## src/hw/pdo_sched_pkg.sv

```systemverilog
package pdo_sched_pkg;

	localparam int unsigned CLK_PERIOD_NS = 40;
	localparam int unsigned TICK_PERIOD_NS = 1000000;
	localparam int unsigned TICK_CYCLES = TICK_PERIOD_NS / CLK_PERIOD_NS;

	localparam logic [15:0] SYNC_PERIOD_MS_RST = 16'h0032;
	localparam logic [7:0] TYPE_ACYCLIC = 8'h00;
	localparam logic [7:0] TYPE_CYCLIC_MAX = 8'hF0;
	localparam logic [7:0] TYPE_EVENT_A = 8'hFE;
	localparam logic [7:0] TYPE_EVENT_B = 8'hFF;
	localparam logic [7:0] RX_TYPE_RST = 8'hFF;
	localparam logic [7:0] TX_TYPE_RST = 8'h01;
	localparam logic [15:0] EVT_MS_RST = 16'h0000;
	localparam logic [15:0] INH_MS_RST = 16'h0000;

	localparam int unsigned ADDR_W = 4;
	localparam logic [3:0] REG_SYNC_PERIOD = 4'h0;
	localparam logic [3:0] REG_RX1_TYPE = 4'h1;
	localparam logic [3:0] REG_RX2_TYPE = 4'h2;
	localparam logic [3:0] REG_TX1_TYPE = 4'h3;
	localparam logic [3:0] REG_TX1_EVENT = 4'h4;
	localparam logic [3:0] REG_TX1_INHIBIT = 4'h5;
	localparam logic [3:0] REG_SPEED_CMD = 4'h6;
	localparam logic [3:0] REG_INPUT_SRC = 4'h7;
	localparam logic [3:0] REG_DIGITAL_IN = 4'h8;
	localparam logic [3:0] REG_STATUS_MON = 4'h9;
	localparam logic [3:0] REG_STATE = 4'hA;

	typedef struct packed {
		logic [ADDR_W-1:0] addr;
		logic [31:0] wdata;
		logic wr;
		logic rd;
	} reg_req_t;

	typedef struct packed {
		logic [31:0] speed_cmd;
		logic [15:0] input_src;
		logic [15:0] digital_in;
	} rx_image_t;

	function automatic logic is_cyclic(input logic [7:0] t);
		return (t != TYPE_ACYCLIC) && (t <= TYPE_CYCLIC_MAX);
	endfunction : is_cyclic

	function automatic logic is_event(input logic [7:0] t);
		return (t == TYPE_EVENT_A) || (t == TYPE_EVENT_B);
	endfunction : is_event

endpackage : pdo_sched_pkg

```

## src/hw/pdo_trigger.sv

```systemverilog
`timescale 1ns/10ps
`default_nettype none
module pdo_trigger (
	input wire logic i_clk_sys, // System clock
	input wire logic i_sys_rst, // Async reset, active high
	input wire logic i_tick, // 1 ms enable
	input wire logic i_sync, // SYNC pulse
	input wire logic i_is_tx, // Channel runs slave to master
	input wire logic [7:0] i_type, // Transmission type
	input wire logic i_change, // Mapped data changed, pulse
	input wire logic [15:0] i_evt_ms, // Event timer, ms
	input wire logic [15:0] i_inh_ms, // Inhibit time, ms
	output logic o_send // Transmit this PDO, pulse
);
	import pdo_sched_pkg::*;

	typedef struct packed {
		logic [7:0] cnt;
		logic chg;
		logic due;
		logic [15:0] evt;
		logic [15:0] inh;
		logic send;
	} trig_state_t;

	trig_state_t st_q, st_d;
	logic go;
	logic evt_hit;

	always_comb begin
		st_d = st_q;
		st_d.send = 1'b0;
		go = 1'b0;
		evt_hit = 1'b0;
		if (i_tick && st_q.inh != 16'h0000) begin
			st_d.inh = st_q.inh - 16'h0001;
		end
		if (is_cyclic(i_type)) begin
			if (i_sync) begin
				if (st_q.cnt + 8'h01 >= i_type) begin
					go = 1'b1;
					st_d.cnt = 8'h00;
				end else begin
					st_d.cnt = st_q.cnt + 8'h01;
				end
			end
		end else if (i_type == TYPE_ACYCLIC) begin
			// receive side sends on change, transmit waits SYNC
			go = st_q.chg && (!i_is_tx || i_sync);
		end else if (is_event(i_type)) begin
			if (i_evt_ms == 16'h0000 && i_inh_ms == 16'h0000) begin
				go = st_q.chg;
			end else begin
				if (i_tick && i_evt_ms != 16'h0000) begin
					if (st_q.evt + 16'h0001 >= i_evt_ms) begin
						evt_hit = 1'b1;
						st_d.evt = 16'h0000;
					end else begin
						st_d.evt = st_q.evt + 16'h0001;
					end
				end
				go = (st_q.due || (st_q.chg && i_evt_ms == 16'h0000))
					&& st_q.inh == 16'h0000;
			end
		end
		if (go) begin
			st_d.send = 1'b1;
			st_d.chg = 1'b0;
			st_d.due = 1'b0;
			st_d.inh = i_inh_ms;
		end
		// Timer expiry in the send cycle is kept
		if (evt_hit) begin
			st_d.due = 1'b1;
		end
		if (!is_cyclic(i_type)) begin
			st_d.cnt = 8'h00;
		end
		// Change arriving with the send is kept
		if (i_change) begin
			st_d.chg = 1'b1;
		end
	end

	always_ff @(posedge i_clk_sys or posedge i_sys_rst) begin
		if (i_sys_rst) begin
			st_q <= '0;
		end else begin
			st_q <= st_d;
		end
	end

	assign o_send = st_q.send;

	inhibit_gap_a: assert property (@(posedge i_clk_sys) disable iff (i_sys_rst)
		(st_q.send && st_q.inh != 16'h0000) |=> !st_q.send)
		else $error("resend inside inhibit window");

	sync_count_a: assert property (@(posedge i_clk_sys) disable iff (i_sys_rst)
		(is_cyclic(i_type) && $stable(i_type) && $past(i_sync))
		|-> st_q.cnt < i_type)
		else $error("sync counter passed configured N");

	// type 1 sends on every SYNC
	cyclic_one_a: assert property (@(posedge i_clk_sys) disable iff (i_sys_rst)
		(i_sync && i_type == 8'h01) |=> st_q.send)
		else $error("type 1 missed a SYNC");

	// event type change sends next cycle
	event_change_a: assert property (@(posedge i_clk_sys) disable iff (i_sys_rst)
		(st_q.chg && is_event(i_type) && i_evt_ms == 16'h0000
		&& i_inh_ms == 16'h0000) |=> st_q.send)
		else $error("event type change not sent");

	cover_event_timer_c: cover property (@(posedge i_clk_sys)
		disable iff (i_sys_rst) st_q.due && st_q.inh == 16'h0000);

endmodule : pdo_trigger
`default_nettype wire

```

## src/hw/pdo_transmission_scheduler.sv

```systemverilog
// Notes on behaviour
// - Receive PDOs carry master data to the slave and transmit PDOs carry slave data back to the master.
// - The master emits SYNC at a configurable period that defaults to 50 ms.
// - Asynchronous PDOs go out when mapped data changes, with no SYNC wait, except transmit ones with an event timer set, which send on timer expiry only.
// - Receive type 0 sends at once on change, never otherwise, and the slave applies it at the next SYNC.
// - Transmit type 0 sends at SYNC only if data changed, and the master takes it as valid on arrival.
// - Receive type N (1 to 240) sends every N SYNCs regardless of change and is applied at the next SYNC.
// - Transmit type N (1 to 240) sends every N SYNCs regardless of change and is valid on arrival.
// - Receive types 254 and 255 send at once on change, never otherwise, and apply on reception.
// - Transmit types 254 and 255 send once per event interval when the event timer is set, otherwise on change, and then hold off for the inhibit time.
// - With both timers zero, transmit types 254 and 255 send on every change and are valid at once.
// - After reset the first receive PDO carries the speed command and the second the input source and digital inputs, both type 255.
// - After reset the first transmit PDO carries the status monitor with type 1, sent on every SYNC.
//
// The plain strobed port and the address map were decided locally.
`timescale 1ns/10ps
`default_nettype none
module pdo_transmission_scheduler #(
	parameter int unsigned P_TICK_CYCLES = pdo_sched_pkg::TICK_CYCLES
) (
	input wire logic i_clk_sys, // System clock, 25 MHz
	input wire logic i_sys_rst, // Async reset, active high
	input wire logic [pdo_sched_pkg::ADDR_W-1:0] i_addr, // Register index
	input wire logic [31:0] i_wdata, // Write data
	input wire logic i_wr, // Write strobe
	input wire logic i_rd, // Read strobe
	input wire logic [31:0] i_status_mon, // Slave status value
	output logic [31:0] o_rdata, // Read data, cycle after strobe
	output logic o_sync, // SYNC emitted, pulse
	output logic [1:0] o_rx_send, // Receive PDO sent, pulse
	output logic o_tx_send, // Transmit PDO sent, pulse
	output pdo_sched_pkg::rx_image_t o_rx_applied, // Slave applied data
	output logic [31:0] o_status_rcv, // Master received status
	output logic o_status_valid // Received status valid
);
	import pdo_sched_pkg::*;

	typedef struct packed {
		logic [15:0] sync_ms;
		logic [1:0][7:0] rx_type;
		logic [7:0] tx_type;
		logic [15:0] evt_ms;
		logic [15:0] inh_ms;
		rx_image_t master_img;
		rx_image_t slave_rcv;
		rx_image_t slave_app;
		logic [1:0] rx_pend;
		logic [1:0] rx_chg;
		logic [31:0] status_prev;
		logic tx_chg;
		logic [31:0] status_rcv;
		logic status_valid;
		logic [15:0] tick_cnt;
		logic tick;
		logic [15:0] ms_cnt;
		logic sync;
		logic [15:0] sync_total;
		logic [1:0] rx_send;
		logic tx_send;
		logic [31:0] rdata;
	} top_state_t;

	top_state_t st_q, st_d;
	logic [2:0] trig_send;
	logic [2:0] trig_change;
	logic [2:0][7:0] trig_type;
	logic [2:0] trig_is_tx;
	logic [15:0] tick_last;
	rx_image_t wr_img;

	assign tick_last = 16'(P_TICK_CYCLES - 1);
	assign trig_type = {st_q.tx_type, st_q.rx_type[1], st_q.rx_type[0]};
	assign trig_change = {st_q.tx_chg, st_q.rx_chg};
	assign trig_is_tx = 3'b100;

	genvar gi;
	generate
		for (gi = 0; gi < 3; gi++) begin : g_chan
			pdo_trigger u_trig (
				.i_clk_sys(i_clk_sys),
				.i_sys_rst(i_sys_rst),
				.i_tick(st_q.tick),
				.i_sync(st_q.sync),
				.i_is_tx(trig_is_tx[gi]),
				.i_type(trig_type[gi]),
				.i_change(trig_change[gi]),
				.i_evt_ms(trig_is_tx[gi] ? st_q.evt_ms : 16'h0000),
				.i_inh_ms(trig_is_tx[gi] ? st_q.inh_ms : 16'h0000),
				.o_send(trig_send[gi])
			);
		end
	endgenerate

	always_comb begin
		st_d = st_q;
		wr_img = st_q.master_img;
		st_d.tick = 1'b0;
		st_d.sync = 1'b0;
		st_d.rx_chg = 2'b00;
		st_d.rdata = 32'h0000_0000;
		// 1 ms enable from the system clock
		if (st_q.tick_cnt >= tick_last) begin
			st_d.tick_cnt = 16'h0000;
			st_d.tick = 1'b1;
		end else begin
			st_d.tick_cnt = st_q.tick_cnt + 16'h0001;
		end
		if (st_q.tick && st_q.sync_ms != 16'h0000) begin
			if (st_q.ms_cnt + 16'h0001 >= st_q.sync_ms) begin
				st_d.ms_cnt = 16'h0000;
				st_d.sync = 1'b1;
				st_d.sync_total = st_q.sync_total + 16'h0001;
			end else begin
				st_d.ms_cnt = st_q.ms_cnt + 16'h0001;
			end
		end
		if (i_wr) begin
			case (i_addr)
				REG_SYNC_PERIOD: st_d.sync_ms = i_wdata[15:0];
				REG_RX1_TYPE: st_d.rx_type[0] = i_wdata[7:0];
				REG_RX2_TYPE: st_d.rx_type[1] = i_wdata[7:0];
				REG_TX1_TYPE: st_d.tx_type = i_wdata[7:0];
				REG_TX1_EVENT: st_d.evt_ms = i_wdata[15:0];
				REG_TX1_INHIBIT: st_d.inh_ms = i_wdata[15:0];
				REG_SPEED_CMD: wr_img.speed_cmd = i_wdata;
				REG_INPUT_SRC: wr_img.input_src = i_wdata[15:0];
				REG_DIGITAL_IN: wr_img.digital_in = i_wdata[15:0];
				default: ;
			endcase
		end
		// a changed value raises the channel's change event
		st_d.rx_chg[0] = wr_img.speed_cmd != st_q.master_img.speed_cmd;
		st_d.rx_chg[1] = {wr_img.input_src, wr_img.digital_in}
			!= {st_q.master_img.input_src, st_q.master_img.digital_in};
		st_d.master_img = wr_img;
		st_d.status_prev = i_status_mon;
		st_d.tx_chg = i_status_mon != st_q.status_prev;
		if (i_rd) begin
			case (i_addr)
				REG_SYNC_PERIOD: st_d.rdata = {16'h0000, st_q.sync_ms};
				REG_RX1_TYPE: st_d.rdata = {24'h000000, st_q.rx_type[0]};
				REG_RX2_TYPE: st_d.rdata = {24'h000000, st_q.rx_type[1]};
				REG_TX1_TYPE: st_d.rdata = {24'h000000, st_q.tx_type};
				REG_TX1_EVENT: st_d.rdata = {16'h0000, st_q.evt_ms};
				REG_TX1_INHIBIT: st_d.rdata = {16'h0000, st_q.inh_ms};
				REG_SPEED_CMD: st_d.rdata = st_q.master_img.speed_cmd;
				REG_INPUT_SRC: st_d.rdata = {16'h0000, st_q.master_img.input_src};
				REG_DIGITAL_IN: st_d.rdata = {16'h0000,
					st_q.master_img.digital_in};
				REG_STATUS_MON: st_d.rdata = st_q.status_rcv;
				REG_STATE: st_d.rdata = {st_q.sync_total, 13'h0000,
					st_q.status_valid, st_q.rx_pend};
				default: st_d.rdata = 32'h0000_0000;
			endcase
		end
		if (st_q.sync) begin
			if (st_q.rx_pend[0]) begin
				st_d.slave_app.speed_cmd = st_q.slave_rcv.speed_cmd;
			end
			if (st_q.rx_pend[1]) begin
				st_d.slave_app.input_src = st_q.slave_rcv.input_src;
				st_d.slave_app.digital_in = st_q.slave_rcv.digital_in;
			end
			st_d.rx_pend = 2'b00;
		end
		// receive PDOs carry master image to slave
		st_d.rx_send = trig_send[1:0];
		if (trig_send[0]) begin
			st_d.slave_rcv.speed_cmd = st_q.master_img.speed_cmd;
			if (is_event(st_q.rx_type[0])) begin
				st_d.slave_app.speed_cmd = st_q.master_img.speed_cmd;
			end else begin
				st_d.rx_pend[0] = 1'b1;
			end
		end
		if (trig_send[1]) begin
			st_d.slave_rcv.input_src = st_q.master_img.input_src;
			st_d.slave_rcv.digital_in = st_q.master_img.digital_in;
			if (is_event(st_q.rx_type[1])) begin
				st_d.slave_app.input_src = st_q.master_img.input_src;
				st_d.slave_app.digital_in = st_q.master_img.digital_in;
			end else begin
				st_d.rx_pend[1] = 1'b1;
			end
		end
		// master takes transmit data as valid at once
		st_d.tx_send = trig_send[2];
		if (trig_send[2]) begin
			st_d.status_rcv = i_status_mon;
			st_d.status_valid = 1'b1;
		end
	end

	always_ff @(posedge i_clk_sys or posedge i_sys_rst) begin
		if (i_sys_rst) begin
			st_q <= '0;
			st_q.sync_ms <= SYNC_PERIOD_MS_RST;
			st_q.rx_type <= {RX_TYPE_RST, RX_TYPE_RST};
			st_q.tx_type <= TX_TYPE_RST;
			st_q.evt_ms <= EVT_MS_RST;
			st_q.inh_ms <= INH_MS_RST;
		end else begin
			st_q <= st_d;
		end
	end

	assign o_rdata = st_q.rdata;
	assign o_sync = st_q.sync;
	assign o_rx_send = st_q.rx_send;
	assign o_tx_send = st_q.tx_send;
	assign o_rx_applied = st_q.slave_app;
	assign o_status_rcv = st_q.status_rcv;
	assign o_status_valid = st_q.status_valid;

	// SYNC only on the ms enable
	sync_on_tick_a: assert property (@(posedge i_clk_sys)
		disable iff (i_sys_rst)
		st_q.sync |-> $past(st_q.tick) && st_q.sync_ms != 16'h0000)
		else $error("SYNC outside its period");

	rx_defer_a: assert property (@(posedge i_clk_sys)
		disable iff (i_sys_rst)
		(st_q.rx_pend[0] && !st_q.sync && !trig_send[0])
		|=> $stable(st_q.slave_app.speed_cmd))
		else $error("deferred speed applied before SYNC");

	rx_apply_a: assert property (@(posedge i_clk_sys)
		disable iff (i_sys_rst)
		(st_q.sync && st_q.rx_pend[0] && !trig_send[0])
		|=> st_q.slave_app.speed_cmd == $past(st_q.slave_rcv.speed_cmd))
		else $error("pending speed not applied on SYNC");

	rx_direct_a: assert property (@(posedge i_clk_sys)
		disable iff (i_sys_rst)
		(trig_send[1] && is_event(st_q.rx_type[1]))
		|=> o_rx_send[1] && st_q.slave_app.input_src
		== $past(st_q.master_img.input_src))
		else $error("event receive data not applied");

	tx_valid_a: assert property (@(posedge i_clk_sys)
		disable iff (i_sys_rst)
		trig_send[2] |=> o_tx_send && o_status_valid
		&& o_status_rcv == $past(i_status_mon))
		else $error("transmit data not taken at once");

	// type 1 transmit follows each SYNC
	tx_every_sync_a: assert property (@(posedge i_clk_sys)
		disable iff (i_sys_rst)
		(st_q.sync && st_q.tx_type == 8'h01) |-> ##2 o_tx_send)
		else $error("type 1 transmit PDO missed a SYNC");

	rx_change_a: assert property (@(posedge i_clk_sys)
		disable iff (i_sys_rst)
		(i_wr && i_addr == REG_SPEED_CMD
		&& i_wdata != st_q.master_img.speed_cmd) |=> st_q.rx_chg[0])
		else $error("speed change not flagged");

	// Types that the trigger acts on; 241 to 253 stay silent
	function automatic logic type_live(input logic [7:0] t);
		return is_cyclic(t) || is_event(t) || (t == TYPE_ACYCLIC);
	endfunction : type_live

	rx1_refused_a: assert property (@(posedge i_clk_sys)
		disable iff (i_sys_rst)
		trig_send[0] |-> type_live($past(st_q.rx_type[0])))
		else $error("receive PDO 1 sent under a refused type");

	rx2_refused_a: assert property (@(posedge i_clk_sys)
		disable iff (i_sys_rst)
		trig_send[1] |-> type_live($past(st_q.rx_type[1])))
		else $error("receive PDO 2 sent under a refused type");

	tx_refused_a: assert property (@(posedge i_clk_sys)
		disable iff (i_sys_rst)
		trig_send[2] |-> type_live($past(st_q.tx_type)))
		else $error("transmit PDO sent under a refused type");

	// type 0 transmit only follows a SYNC
	tx_zero_sync_a: assert property (@(posedge i_clk_sys)
		disable iff (i_sys_rst)
		(trig_send[2] && $past(st_q.tx_type) == TYPE_ACYCLIC)
		|-> $past(st_q.sync))
		else $error("type 0 transmit without SYNC");

	tx_change_a: assert property (@(posedge i_clk_sys)
		disable iff (i_sys_rst)
		(i_status_mon != st_q.status_prev) |=> st_q.tx_chg)
		else $error("status change not flagged");

	// received status moves only on a send
	tx_status_hold_a: assert property (@(posedge i_clk_sys)
		disable iff (i_sys_rst)
		!trig_send[2] |=> $stable(o_status_rcv))
		else $error("received status moved without a send");

	status_sticky_a: assert property (@(posedge i_clk_sys)
		disable iff (i_sys_rst)
		$past(o_status_valid) |-> o_status_valid)
		else $error("status valid flag dropped");

	// second receive PDO waits for SYNC
	rx2_defer_a: assert property (@(posedge i_clk_sys)
		disable iff (i_sys_rst)
		(st_q.rx_pend[1] && !st_q.sync && !trig_send[1])
		|=> $stable(st_q.slave_app.input_src)
		&& $stable(st_q.slave_app.digital_in))
		else $error("deferred inputs applied before SYNC");

	// second receive PDO applied on SYNC
	rx2_apply_a: assert property (@(posedge i_clk_sys)
		disable iff (i_sys_rst)
		(st_q.sync && st_q.rx_pend[1] && !trig_send[1])
		|=> st_q.slave_app.digital_in
		== $past(st_q.slave_rcv.digital_in))
		else $error("pending inputs not applied on SYNC");

	// first receive PDO applied on reception
	rx1_direct_a: assert property (@(posedge i_clk_sys)
		disable iff (i_sys_rst)
		(trig_send[0] && is_event(st_q.rx_type[0]))
		|=> o_rx_send[0] && o_rx_applied.speed_cmd
		== $past(st_q.master_img.speed_cmd))
		else $error("event speed data not applied");

	cover_sync_c: cover property (@(posedge i_clk_sys)
		disable iff (i_sys_rst) o_sync ##[1:3] o_tx_send);
	cover_rx_send_c: cover property (@(posedge i_clk_sys)
		disable iff (i_sys_rst) o_rx_send[0]);
	cover_rx_pend_c: cover property (@(posedge i_clk_sys)
		disable iff (i_sys_rst) st_q.rx_pend[1] && st_q.sync);
	cover_tx_zero_c: cover property (@(posedge i_clk_sys)
		disable iff (i_sys_rst) o_tx_send && st_q.tx_type == TYPE_ACYCLIC);

endmodule : pdo_transmission_scheduler
`default_nettype wire

```

## config.mk

```make
export PLATFORM = sky130hd
export DESIGN_NAME = pdo_transmission_scheduler
export DESIGN_NICKNAME = d
export VERILOG_FILES = /design/src/hw/pdo_sched_pkg.sv /design/src/hw/pdo_trigger.sv /design/src/hw/pdo_transmission_scheduler.sv
export SDC_FILE = /design/constraint.sdc
export NUM_CORES = 1
export LEC_CHECK = 0
export BUFFER_PORTS_ARGS = -buffer_cell sky130_fd_sc_hd__buf_2
export CAP_MARGIN = 20
export CORE_ASPECT_RATIO = 0.8
export CORE_MARGIN = 2
export CORE_UTILIZATION = 57
export DETAILED_ROUTE_END_ITERATION = 10
export HOLD_SLACK_MARGIN = 0.1
export PLACE_DENSITY_LB_ADDON = 0.3
export SYNTH_ARGS = -nofsm -noshare
export SYNTH_HDL_FRONTEND = slang
export SYNTH_SLANG_ARGS = --single-unit
```

## constraint.sdc

```tcl
create_clock -name i_clk_sys -period 24.4 [get_ports i_clk_sys]
set_input_delay 0 -clock i_clk_sys [delete_from_list [all_inputs] [get_ports i_clk_sys]]
set_output_delay 0 -clock i_clk_sys [all_outputs]
set_load 0.05 [all_outputs]
```

# Yosys cells after proc, flatten, opt, wreduce, memory -nomap -nowiden
# Index checks and enable logic that the tools add are counted.
# word_totals
ff_bits	514
wordCells	199
in_bits	72
output_inout_bits	133
# op_classes
add_sub_neg	10
magnitude_cmp	9
n_mux	66
eq_ne	22
reduce_logical	46
bitwise_logic	3
# op_table
op	count
$pmux 32 s11	1
$mux 32	7
$mux 16	8
$ne 32x32->1	3
$mux 17	5
$reduce_bool 16->1	5
$mux 8	9
$mux 66	1
$add 16x1->16 const B	4
$mux 64	1
$eq 8x8->1 const B	6
$logic_not 16->1	3
$sub 16x1->16 const B	3
$mux 33	1
$ge 16x16->1	2
$mux 1	30
$add 8x1->8 const B	3
$ge 8x8->1	3
$le 8x8->1 const B	3
$logic_not 8->1	3
$reduce_bool 8->1	3
$eq 4x3->1 const B	4
$ge 16x15->1 const B	1
$reduce_and 2->1	7
other kinds (11)	40

# Logic depth before layout (Yosys ltp)
# depth
ltp_word	10
depth_mapped	13
mapped_depth_nobuf	12

# By module
# A second synthesis with hierarchy kept.
# unflattened
cells_unflattened	2660
area_unflattened_um2	29206.8
# modules_own_cells
module	cells_each	area_per_inst_um2	n_inst	seq_area_each_um2
pdo_transmission_scheduler	1616	19477.4	1	10510.1
pdo_trigger (g_chan[0].u_trig ...)	354	3244.4	2	1076.0
pdo_trigger (g_chan[2].u_trig)	336	3240.6	1	1076.0

# Least setup slack after synthesis
# OpenSTA, ideal clock, no wires.
# synth_timing
path_type	flip-flop to flip-flop
startpoint	register st_q[58] in the netlist's numbering
endpoint	register st_q[47] in the netlist's numbering
period_less_slack_ns	3.094
path_slack_ns	21.306
stages_incl_launch_ff	14
n_path_buf	2
arrival_time_ns	2.963
path_cell_list	dfrtp_1 -> buf_4 -> and3_1 -> nand4_1 -> or4_1 -> xnor2_1 -> ha_1 -> a211oi_1 -> o21bai_1 -> nand3b_1 -> o22ai_2 -> clkbuf_1 -> nor3_1 -> xor2_1
# synth_via
elab_chain_cells	3
# synth_rtl
item	line	source
start, declared	pdo_transmission_scheduler.sv:63	top_state_t st_q, st_d;
start signal, assigned	pdo_transmission_scheduler.sv:203	st_q <= st_d;
$add 16x1->16	pdo_transmission_scheduler.sv:109	if (st_q.ms_cnt + 16'h0001 >= st_q.sync_ms) begin
$ge 16x16->1	pdo_transmission_scheduler.sv:109	
$reduce_and 2->1 (no line)	-	
# No other way between the ends.
# A chain may end at the register's enable or synchronous reset.

# Final worst setup path
# layout_timing
startpoint	register st_q[58] in the netlist's numbering
endpoint	register st_q[52] in the netlist's numbering
# layout_via
elab_chain_cells	3
# layout_rtl
item	line
$add 16x1->16	pdo_transmission_scheduler.sv:109
$ge 16x16->1	pdo_transmission_scheduler.sv:109
$mux 16	pdo_transmission_scheduler.sv:109
# No other way between the ends.

==> flow_metrics.py <==
metrics = {
    "worst_setup_path": {
        "crit_chain": "and3_1, nand4_1, or4_1, xnor2_1, ha_1, a211oi_1, o21bai_1, nand3b_1, o22a_1, nor2_1, mux2_2",
        "worstPathMaxFanout": 14,
        "cp_data_required_time_ns": 24.92,
        "timing.critical_path.buf_inv": 0,
        "worstSetupPathType": "reg -> reg",
        "cp.arrival_ns": 4.37,
        "slowest_delay_ns": 0.60,
        "startpoint_type": "flip-flop",
        "r2r_end": "st_q[52]$_DFFE_PP0P_",
        "r2r_cells": 11,
        "ff2ff_setup_slack_ns": 20.55,
        "end_kind": "flip-flop",
        "cp_top_family": "simple AND/OR/NAND/NOR gates",
        "rr_startpoint": "st_q[58]$_DFFE_PP0P_",
        "crit_slowest_cell": "nor2_1",
    },
    "synthesis": {
        "ys_seq_elements": 482,
        "yosys.area.top_type": "dfrtp_1",
        "syn_nets": 2320,
        "avgSynthCellArea_sq_um": 11.0,
        "netlist_area_sq_um": 24000,
        "synth_top_area_share_pct": 48.3,
        "synth_ff_type": "dfrtp_1",
        "yosysMostFrequentCell": "dfrtp_1",
        "async_flop_share_pct": 100,
        "yosysWarnings": 0,
        "syn_inst": 2184,
        "ys_top_cells_by_count": "462 x dfrtp_1, 183 x mux2_2, 168 x nand2_1",
        "synthDistinctLibCells": 69,
        "ys_seq_area_share_pct": 50.5,
        "synth_edf_count": 0,
        "synth_area_leaders": "dfrtp_1 48%, mux2_2 8.6%, buf_4 4.1%",
    },
    "timing": {
        "setup_viol": 0,
        "fin_crit_sh_pct": 15.8,
        "clock_skew_ns": 0.0265,
        "max_slew_margin_pct": 23.1,
        "fmax_mhz": 260,
        "hold_violations": 0,
        "fin_crit_ns": 3.85,
        "worst_slack_ns": 20.55,
        "tightest_slew_ns": 1.14,
        "slew_viol_final": 0,
        "grt_setup_unrepaired": "false",
        "tns_ns": 0,
    },
    "power": {
        "ir_worst_vdd_v": 0.0000684,
        "swShare_pct": 36.0,
        "p_comb_share_pct": 24.9,
        "p_clk_share_pct": 28.6,
        "p_leak_nw": 13.2,
        "intPower_mw": 1.65,
        "p_sw_mw": 0.928,
        "power.share.sequential_pct": 46.5,
        "power_density_nw_per_um2": 95.5,
        "power_mw": 2.58,
    },
    "grt": {
        "grt_pass1_wl_microns": 104000,
        "grt_max_degree": 132,
        "grt_use_total_pct": 30.9,
        "overflow": 0,
        "grt_pass1_vias": 17400,
        "grt.met2_usage_pct": 45.4,
        "use_met3_pct": 8.09,
        "antenna_found_initial": 3,
        "met1_usage_pct": 44.0,
        "busiest_layer": "met2",
    },
    "clocking": {
        "cts_sinks": 482,
        "root_buffer": "clkbuf_16",
        "path_clk_slew_ns": 0.06,
        "cts_tree": "done",
        "clk_latency_ns": 0.60,
        "clockBufferDepth": 3,
        "numCtsBuffers": 49,
        "cts_max_level": 2,
    },
    "routing": {
        "drt-total-wl_microns": 67300,
        "vias": 17900,
        "vias_per_cell": 6.14,
        "post-route-drc-count": 0,
        "wl_per_cell_microns": 23.1,
        "dr.pass1.iters": 8,
        "antenna_left": 0,
        "drt_iter0_drc": 1937,
    },
    "place": {
        "dp_slack_ns": 20.64,
        "place_hpwl_microns": 46500,
        "portBuffers": 204,
        "gp_congestion": 0.926,
    },
    "floorplan": {
        "die_x_microns": 233,
        "die_y_microns": 187,
        "start_util_pct": 57.5,
        "rows": 67,
        "io_pins": 205,
        "die_area_sq_um": 43700,
        "fp.coreArea_sq_um": 41700,
    },
    "cells_and_area": {
        "area_growth_syn_to_layout_pct": 12.7,
        "layout.nets": 2460,
        "drive_above_1_share_pct": 23.1,
    },
    "run": {
        "cap_violations": 0,
    },
    "run_status": {
        "status": "finished clean",
    },
    "min_path": {
        "hold_class": "in -> async",
    },
}
==> stage by stage <==
stage / hold WS (ns) / cells / utilization, % / area (sq um)
4_1_cts: 0.100 / 2908 / 64.6 / 26900
6_report: 0.0987 / 2913 / 64.8 / 27000
3_3_place_gp: 0.142 / 2738 / 58.8 / 24500
5_1_grt: 0.105 / 2911 / 64.8 / 27000
2_1_floorplan: 0.0314 / 2184 / - / 24000
3_5_place_dp: 0.146 / 2738 / 58.8 / 24500
==> worst register-to-register path, delay by kind of cell (launching register included) <==
| kind | cells | cell delay, ns |
|---|---|---|
| adders and majority gates | 1 | 0.29 |
| DFF | 1 | 0.45 |
| muxes | 1 | 0.27 |
| xor gates and xnor gates | 1 | 0.17 |
| AOI/OAI and AO/OA | 3 | 0.79 |
| and+or+nand+nor | 5 | 1.82 |
==> flip-flops by register name, indices dropped and copies added, names as in the netlist <==
register and count:
g_chan.u_trig.o_send 3, g_chan.u_trig.st_q 60, o_rdata 32, o_rx_applied 64
o_rx_send 2, o_status_rcv 32, o_status_valid 1, o_sync 1
o_tx_send 1, st_q 286
==> placed cells by master (no fill, tap or decap), types with 26 or more instances in the layout <==
cell,instances
dfrtp_1,462
buf_2,204
mux2_2,183
nand2_1,164
nor2_1,132
xnor2_1,99
inv_1,91
o21ai_0,89
a21oi_1,86
dlygate4sd3_1,84
mux2i_1,67
ha_1,64
xor2_1,58
clkbuf_16,49
nand3_1,45
a22o_1,41
nand4_1,34
nor4_1,32
a22oi_1,31
a31oi_1,27
a222oi_1,27
nor3_1,26
==> metal layers <==
metal  wire length (microns)  part of all wire [%]
met5                      10                 0.015
met4                    2580                   3.8
met3                    6860                    10
met2                   29600                    44
met1                   28300                    42
==> worst max path at each step <==
stage / start / to / slack (ns) / cells past startpoint
3_5_place_dp: st_q[58]$_DFFE_PP0P_ / st_q[52]$_DFFE_PP0P_ / 20.64 / 11
5_1_grt: st_q[52]$_DFFE_PP0P_ / st_q[52]$_DFFE_PP0P_ / 20.30 / 11
6_report: st_q[58]$_DFFE_PP0P_ / st_q[52]$_DFFE_PP0P_ / 20.55 / 11
4_1_cts: st_q[58]$_DFFE_PP0P_ / st_q[52]$_DFFE_PP0P_ / 20.60 / 11
2_1_floorplan: i_sys_rst / g_chan[0].u_trig.o_send$_DFF_PP0_ / 10.98 / 1
3_3_place_gp: st_q[52]$_DFFE_PP0P_ / st_q[52]$_DFFE_PP0P_ / 20.66 / 11
==> power by group through the flow <==
stage	Clock (mW)	Sequential (mW)	Combinational (mW)
floorplan	0	1.11	0.560
global placement	0	1.19	0.601
detailed placement	0	1.20	0.623
CTS	0.747	1.19	0.638
global route	0.780	1.21	0.687
finish	0.738	1.20	0.641
==> final cells by class <==
class	count	area (sq um)
antenna	2	5.00
clock buffer	75	1400
multi-input combinational	1386	10200
tap	552	691
timing repair buffer	312	2080
inverter	93	357
clock inverter	11	159
sequential	482	12100
fill	3131	14700
==> kinds of logic (layout without fill, tap and decap cells) <==
family / after synthesis / after routing / synth area share [%]
xor+xnor: 157 / 157 / 5.74
flops: 482 / 482 / 50.5
fa+ha+maj: 64 / 64 / 3.34
compound gates: 393 / 393 / 11.1
buf+inv: 316 / 491 / 7.08
other cells: 1 / 3 / 0.0157
simple gates: 512 / 512 / 10.3
mux: 259 / 259 / 11.9
==> timing repair <==
item,in CTS,in global routing
endpoints found under the hold margin,314,0
hold buffers,84,0
setup buffers,0,0
gates resized for setup,0,0
Power figures use the tool's default switching activity.
